`config.mk`:
```
export PLATFORM = sky130hd
export DESIGN_NAME = sfrp_top
export DESIGN_NICKNAME = d
export VERILOG_FILES = /design/src/hw/sfrp_sync.v /design/src/hw/sfrp_top.v
export VERILOG_INCLUDE_DIRS = /design/src /design/src/hw
export SDC_FILE = /design/constraint.sdc
export NUM_CORES = 1
export LEC_CHECK = 0
export BUFFER_PORTS_ARGS = -buffer_cell sky130_fd_sc_hd__buf_2
export CAP_MARGIN = 20
export CORE_AREA = 4 4 92 94
export CTS_CLUSTER_SIZE = 20
export DETAILED_ROUTE_END_ITERATION = 8
export DIE_AREA = 0 0 96 98
export PLACE_DENSITY = 0.66
export SLEW_MARGIN = 15
export SYNTH_ARGS = -nofsm -noshare
export SYNTH_HDL_FRONTEND = slang
export SYNTH_SLANG_ARGS = --single-unit
```
`constraint.sdc`:
```
create_clock -name clk_i -period 4.3 [get_ports clk_i]
set_input_delay 0.86 -clock clk_i [delete_from_list [all_inputs] [get_ports clk_i]]
set_output_delay 0.86 -clock clk_i [all_outputs]
set_load 0.01 [all_outputs]
```
`src/hw/sfrp_regs.vh`:
```
// Constants for the read-parameter register block
`ifndef SFRP_REGS_VH
`define SFRP_REGS_VH
// Opcodes
`define SFRP_OP_SET_PERSIST   8'h65
`define SFRP_OP_SET_WORK      8'hc0
`define SFRP_OP_SET_WORK_ALT  8'h63
`define SFRP_OP_FAST_READ     8'h0b
`define SFRP_OP_DUAL_OUT      8'h3b
`define SFRP_OP_DUAL_IO       8'hbb
`define SFRP_OP_QUAD_OUT      8'h6b
`define SFRP_OP_QUAD_IO       8'heb
`define SFRP_OP_FAST_READ_DR  8'h0d
`define SFRP_OP_DUAL_IO_DR    8'hbd
`define SFRP_OP_QUAD_IO_DR    8'hed
`define SFRP_OP_UNIQUE_ID     8'h4b
`define SFRP_OP_PARAM_TABLE   8'h5a
`define SFRP_OP_INFO_ROW      8'h68
// Register reset and field positions
`define SFRP_REG_RESET        8'h00
`define SFRP_PIN_ROLE_BIT     7
`define SFRP_DUMMY_HI         6
`define SFRP_DUMMY_LO         3
`define SFRP_WRAP_BIT         2
`define SFRP_BURST_HI         1
`define SFRP_BURST_LO         0
// Default dummy counts
`define SFRP_DEF_DUMMY_8      4'h8
`define SFRP_DEF_DUMMY_6      4'h6
`define SFRP_DEF_DUMMY_4      4'h4
`endif

```
`src/hw/sfrp_sync.v`:
```
// Two-flop synchroniser with rising edge detect
`default_nettype none
module sfrp_sync #(
  parameter [0:0] IDLE = 1'b0  // Pin level while idle
) (
  input  wire clk_i,
  input  wire srst_i,
  input  wire d_i,
  output wire q_o,
  output wire rise_o
);
  reg s1;  // First stage, read only by s2
  reg s2;  // Second stage
  reg s3;  // Previous value for edges
  // Sample chain
  always @(posedge clk_i) begin
    if (srst_i) begin
      // Idle level, so no false edge follows reset
      s1 <= IDLE;
      s2 <= IDLE;
      s3 <= IDLE;
    end else begin
      s1 <= d_i;
      s2 <= s1;
      s3 <= s2;
    end
  end
  assign q_o    = s2;
  assign rise_o = s2 & ~s3;
endmodule
`default_nettype wire

```
`src/hw/sfrp_top.v`:
```
// Read-parameter register with serial command capture and decode
`default_nettype none
`include "sfrp_regs.vh"
module sfrp_top (
  input  wire       clk_i,
  input  wire       srst_i,
  input  wire       pwr_up_i,
  input  wire       sck_i,
  input  wire       cs_n_i,
  input  wire [3:0] dq_i,
  input  wire       quad_enable_bit_i,
  input  wire       quad_command_mode_i,
  input  wire       has_dedicated_reset_i,
  input  wire       dedicated_reset_disable_i,
  output reg  [7:0] read_param_work_o,
  output reg  [7:0] read_param_persist_o,
  output reg        pin_is_hold_o,
  output reg        pin_is_reset_o,
  output reg        pin_is_data_line_3_o,
  output reg        wrap_enable_bit_o,
  output reg  [6:0] burst_bytes_o,
  output reg  [3:0] read_dummy_o,
  output reg  [7:0] cmd_opcode_o,
  output reg        cmd_valid_o
);
  wire       sck_q;     // Synced serial clock
  wire       sck_rise;  // Serial clock rising edge
  wire       cs_q;      // Synced chip select low
  wire [3:0] dq_q;      // Synced data lines
  wire       cs_rise;   // End of frame
  wire       pwr_q;     // Synced power-up request
  wire       pwr_rise;  // Power-up event

  // Serial clock synchroniser
  sfrp_sync u_sck (.clk_i(clk_i), .srst_i(srst_i), .d_i(sck_i), .q_o(sck_q), .rise_o(sck_rise));
  // Chip select synchroniser, rise marks frame end
  sfrp_sync #(.IDLE(1'b1)) u_cs (.clk_i(clk_i), .srst_i(srst_i), .d_i(cs_n_i), .q_o(cs_q), .rise_o(cs_rise));
  // Power-up synchroniser
  sfrp_sync u_pwr (.clk_i(clk_i), .srst_i(srst_i), .d_i(pwr_up_i), .q_o(pwr_q), .rise_o(pwr_rise));

  // Data line synchronisers
  genvar gi;
  generate
    for (gi = 0; gi < 4; gi = gi + 1) begin : g_dq
      sfrp_sync u_dq (.clk_i(clk_i), .srst_i(srst_i), .d_i(dq_i[gi]), .q_o(dq_q[gi]), .rise_o());
    end
  endgenerate

  // Default dummy count for a read opcode
  function [3:0] sfrp_def_dummy;
    input [7:0] op;
    input       qmode;
    begin
      case (op)
        `SFRP_OP_FAST_READ, `SFRP_OP_FAST_READ_DR,
        `SFRP_OP_UNIQUE_ID, `SFRP_OP_PARAM_TABLE, `SFRP_OP_INFO_ROW:
          sfrp_def_dummy = qmode ? `SFRP_DEF_DUMMY_6 : `SFRP_DEF_DUMMY_8;
        `SFRP_OP_DUAL_OUT, `SFRP_OP_QUAD_OUT:
          sfrp_def_dummy = `SFRP_DEF_DUMMY_8;
        `SFRP_OP_DUAL_IO, `SFRP_OP_DUAL_IO_DR:
          sfrp_def_dummy = `SFRP_DEF_DUMMY_4;
        `SFRP_OP_QUAD_IO, `SFRP_OP_QUAD_IO_DR:
          sfrp_def_dummy = `SFRP_DEF_DUMMY_6;
        default:
          sfrp_def_dummy = `SFRP_DEF_DUMMY_8;
      endcase
    end
  endfunction

  // Frame states, one-hot
  localparam [2:0] ST_OP   = 3'b001;  // Shifting opcode
  localparam [2:0] ST_DATA = 3'b010;  // Shifting parameter byte
  localparam [2:0] ST_SKIP = 3'b100;  // Rest of frame ignored

  reg [2:0] state;       // Frame state
  reg [2:0] next_state;  // Next frame state
  reg [3:0] bit_cnt;     // Bits in current byte
  reg [7:0] shift;       // Shift register
  reg [7:0] op;          // Captured opcode
  reg [7:0] data;        // Captured parameter byte
  reg       data_ok;     // Full parameter byte seen
  reg [2:0] step;        // Bits per clock minus one
  reg [7:0] next_shift;  // Next shift value

  // Quad mode shifts four bits per clock, else one
  always @* begin
    step = quad_command_mode_i ? 3'd3 : 3'd0;
    if (quad_command_mode_i) begin
      next_shift = {shift[3:0], dq_q};
    end else begin
      next_shift = {shift[6:0], dq_q[0]};
    end
  end

  // State transition
  always @* begin
    next_state = state;
    case (state)
      ST_OP: begin
        if (sck_rise && bit_cnt + {1'b0, step} >= 4'd7) begin
          next_state = ST_DATA;
        end
      end
      ST_DATA: begin
        if (sck_rise && bit_cnt + {1'b0, step} >= 4'd7) begin
          next_state = ST_SKIP;
        end
      end
      ST_SKIP: next_state = ST_SKIP;
      default: next_state = ST_OP;
    endcase
  end

  // Frame capture on synced serial clock
  always @(posedge clk_i) begin
    if (srst_i || cs_q) begin
      state   <= ST_OP;
      bit_cnt <= 4'h0;
      shift   <= 8'h00;
      // Cleared between frames so a cut frame cannot reuse it
      data_ok <= 1'b0;
      if (srst_i) begin
        op      <= 8'h00;
        data    <= 8'h00;
      end
    end else if (sck_rise && state != ST_SKIP) begin
      state <= next_state;
      shift <= next_shift;
      if (next_state != state) begin
        bit_cnt <= 4'h0;
        if (state == ST_OP) begin
          op      <= next_shift;
          data_ok <= 1'b0;
        end else begin
          data    <= next_shift;
          data_ok <= 1'b1;
        end
      end else begin
        bit_cnt <= bit_cnt + {1'b0, step} + 4'h1;
      end
    end
  end

  // Register copies, commit at frame end
  always @(posedge clk_i) begin
    if (srst_i) begin
      read_param_persist_o <= `SFRP_REG_RESET;
      read_param_work_o    <= `SFRP_REG_RESET;
      cmd_opcode_o         <= 8'h00;
      cmd_valid_o          <= 1'b0;
    end else begin
      cmd_valid_o <= 1'b0;
      if (pwr_rise) begin
        read_param_work_o <= read_param_persist_o;
      end else if (cs_rise) begin
        cmd_opcode_o <= op;
        cmd_valid_o  <= (state != ST_OP) || data_ok;
        if (data_ok && op == `SFRP_OP_SET_PERSIST) begin
          read_param_persist_o <= data;
        end
        if (data_ok && (op == `SFRP_OP_SET_WORK || op == `SFRP_OP_SET_WORK_ALT)) begin
          read_param_work_o <= data;
        end
      end
    end
  end

  // Decoded settings from the working copy
  always @(posedge clk_i) begin
    if (srst_i) begin
      pin_is_hold_o        <= 1'b1;
      pin_is_reset_o       <= 1'b0;
      pin_is_data_line_3_o <= 1'b0;
      wrap_enable_bit_o    <= 1'b0;
      burst_bytes_o        <= 7'h08;
      read_dummy_o         <= `SFRP_DEF_DUMMY_8;
    end else begin
      if (quad_enable_bit_i || quad_command_mode_i) begin
        pin_is_data_line_3_o <= 1'b1;
        pin_is_hold_o        <= 1'b0;
        pin_is_reset_o       <= 1'b0;
      end else if (has_dedicated_reset_i && !dedicated_reset_disable_i) begin
        pin_is_data_line_3_o <= 1'b0;
        pin_is_hold_o        <= 1'b1;
        pin_is_reset_o       <= 1'b0;
      end else begin
        pin_is_data_line_3_o <= 1'b0;
        pin_is_hold_o        <= ~read_param_work_o[`SFRP_PIN_ROLE_BIT];
        pin_is_reset_o       <= read_param_work_o[`SFRP_PIN_ROLE_BIT];
      end
      wrap_enable_bit_o <= read_param_work_o[`SFRP_WRAP_BIT];
      burst_bytes_o <= 7'h08 << read_param_work_o[`SFRP_BURST_HI:`SFRP_BURST_LO];
      if (cmd_valid_o) begin
        read_dummy_o <= (read_param_work_o[`SFRP_DUMMY_HI:`SFRP_DUMMY_LO] != 4'h0) ?
                        read_param_work_o[`SFRP_DUMMY_HI:`SFRP_DUMMY_LO] :
                        sfrp_def_dummy(cmd_opcode_o, quad_command_mode_i);
      end
    end
  end
endmodule
`default_nettype wire

```
==> run summary <==
status -> complete, no violations
total CTS buffers -> 9
Yosys cell types -> 57
crit start category -> primary input
Worst-Skew Late Latency -> 340 ps
Layout Utilization -> 51.4%
wire per inst -> 13.1 um
Die H -> 98 um
most common cell after layout, fill and taps aside -> dfxtp_1
clock slew at reported path FFs -> 80 ps
TritonCTS clock tree -> built
Initial Util -> 45.3%
setup slack at placement -> 608 ps
largest vdd supply drop -> 187 uV
residual DRC count -> 0
Synth area leader -> dfxtp_1
synthesis-stage register bit count -> 85
Post-synth ARST share -> 0%
Via-to-Cell Ratio -> 5.05
Worst Setup End Kind -> register
largest fanout on the critical path -> 12
Global Route Usage Sum -> 14.0%
fin nets -> 400
die area -> 0.00941 mm2
most frequent cells in the layout -> dfxtp_1, buf_2, nor2_1
setup slack after layout -> 951 ps
Worst path slowest cell -> fa_1
Simple-Gate Fraction of Synth Area -> 19.9%
number of global-route vias before repair -> 2176
Least-Margin Pin Slew -> 887 ps
Post-synth EDFFs -> 16
antenna violations before repair -> 0
mapped cell area -> 0.00346 mm2
CTS hold repair buffers -> 0
Fill cells -> 715
post-cts resize count -> 0
top cells by area, synth -> dfxtp_1, edfxtp_1, mux2i_1
post-CTS setup buffers -> 0
Arr. time, crit path -> 3410 ps
Hold WS -> 412 ps
mux cell area share after synthesis -> 7.26%
total global routing overflow -> 0
CTS root buffer -> clkbuf_8
Achievable Freq -> 299 MHz
worst relative slew slack -> 40.7%
Port-buffer cells -> 49
Final ANT Viol Nets -> 0
Synth Area in Adders -> 1.66%
Iter 0 DRT Violations -> 56
die width -> 96 um
core area -> 0.00765 mm2
Max Buffers Root-to-Sink -> 2
via count -> 2476
first-pass GRT wire length -> 10.4 mm
warnings from Yosys -> 0
sequential share of the synthesized area -> 53.8%
Critical Path Max Stage Delay -> 510 ps
largest family of logic cells by synthesized area -> simple AND/OR/NAND/NOR gates
final hold vios -> 0
# diodes -> 0
hold crit path type -> register to register
Leak Pwr -> 1.57 nW
unrepaired setup endpoints after global routing -> no
fraction of layout cells with a size suffix above 1 -> 20.1%
largest net degree at the start of global routing -> 53
crit path kind -> primary input to register
post-route clock period utilization -> 77.9%
Req. time, crit path -> 4360 ps
setup TNS -> 0 ps
htree depth -> 3
post-DP HPWL -> 4.72 mm
Mapped Avg Cell Area -> 10.2 um2
Area Overhead vs Synth -> 13.4%
WL final -> 6.42 mm
clk_skew -> 12.0 ps
XOR/XNOR share of the synthesized area -> 0.506%
Syn Inst Count -> 339
CP top delay family -> compound AO/OA/AOI/OAI gates
Max Cap Violations -> 0
most common flop cell mapped by yosys -> dfxtp_1
setup violators final -> 0
Tmin final -> 3350 ps
drt first pass iters -> 4
IO Pins -> 53
Max Slew Vio Count -> 0
clock sink total -> 85
Power Dens Cells -> 362 mW/mm2
Placer Congestion -> 0.786
WP buf/inv -> 3
CP Cell Sequence -> buf_2 -> ha_1 -> inv_1 -> fa_1 -> inv_1 -> ha_1 -> nor2b_1 -> o21a_1 -> a221oi_1 -> a21oi_1 -> a41o_1
Synth Area in Compound Gates -> 12.8%
Yosys top cell area share -> 39.9%
# rows -> 32
## Yosys cell counts (all sizes together), types with 3 or more instances
master,instances
dfxtp,69
nor2,46
nand2,30
mux2i,24
nor2b,19
a211oi,17
edfxtp,16
a21oi,15
clkbuf,12
inv,9
buf,8
o21ai,7
nand2b,6
a31oi,4
nand4b,4
nor3,4
ha,3
nand3,3
nand4,3
## path summary, 6_finish.rpt
kind | startpoint | end | slack [ps] | depth (start not counted)
worst min register to register | u_cs.s1 | u_cs.q_o | 410 | 1
worst max register to register | bit_cnt[0] | op[2] | 1460 | 10
worst min-delay path | u_cs.s1 | u_cs.q_o | 410 | 1
worst max-delay path | quad_command_mode_i | op[2] | 950 | 11
## final cells by class
cell class / count / area, um2 / share of cell area (%)
tap: 102 / 128 / 3.25
sequential: 85 / 1860 / 47.4
inverter: 9 / 33.8 / 0.860
clock inverter: 5 / 33.8 / 0.860
clock buffer: 11 / 141 / 3.60
timing repair buffer: 51 / 260 / 6.63
multi-input combinational: 227 / 1470 / 37.4
## metrics by stage
| stage | std cells | power (W) | cell area, um2 |
|---|---|---|---|
| 3_3_place_gp | 474 | 0.000940 | 3750 |
| 3_5_place_dp | 474 | 0.000941 | 3750 |
| 6_report | 490 | 0.00142 | 3930 |
| 4_1_cts | 490 | 0.00144 | 3930 |
| 2_1_floorplan | 341 | 0.000919 | 3470 |
| 5_1_grt | 490 | 0.00149 | 3930 |
## routing by layer
metal  share of wire (%)  wire length, um  track usage (%)
met1                  47             2990             19.0
met2                  47             3030             21.3
met3                 5.2              333             3.16
met4                0.95               61             5.58
met5                   0                0                0
## where the power goes
part / switching [W] / total (W) / leakage [nW] / internal, W
Combinational: 0.0000477 / 0.0000797 / 0.755 / 0.0000320
Clock: 0.000272 / 0.000500 / 0.0922 / 0.000228
Sequential: 0.0000124 / 0.000842 / 0.727 / 0.000830
## worst reg2reg max path: cells and delay by family, from the launching register on
family	cells	cell delay, ps
AO/OA/AOI/OAI	4	1050
flip-flops	1	350
buffers and inverters	2	110
adder cells (fa/ha/maj)	3	920
AND/OR/NAND/NOR	1	140
## state kept, by name (all words and copies together) (netlist names), 3 cells and up
name                  count
read_param_persist_o      8
g_dq.u_dq.q_o             4
state                     3
bit_cnt                   4
op                        8
burst_bytes_o             4
g_dq.u_dq.s1              4
shift                     7
read_param_work_o         8
cmd_opcode_o              8
read_dummy_o              4
data                      8
## kinds of logic after synthesis
logic type               count (synthesis)
AND/OR/NAND/NOR                        133
flip-flops                              85
AO/OA/AOI/OAI                           60
buffers and inverters                   29
multiplexers                            25
adder cells (fa/ha/maj)                  4
XOR/XNOR                                 2
other                                    1
(Power assumes the default switching activity.)
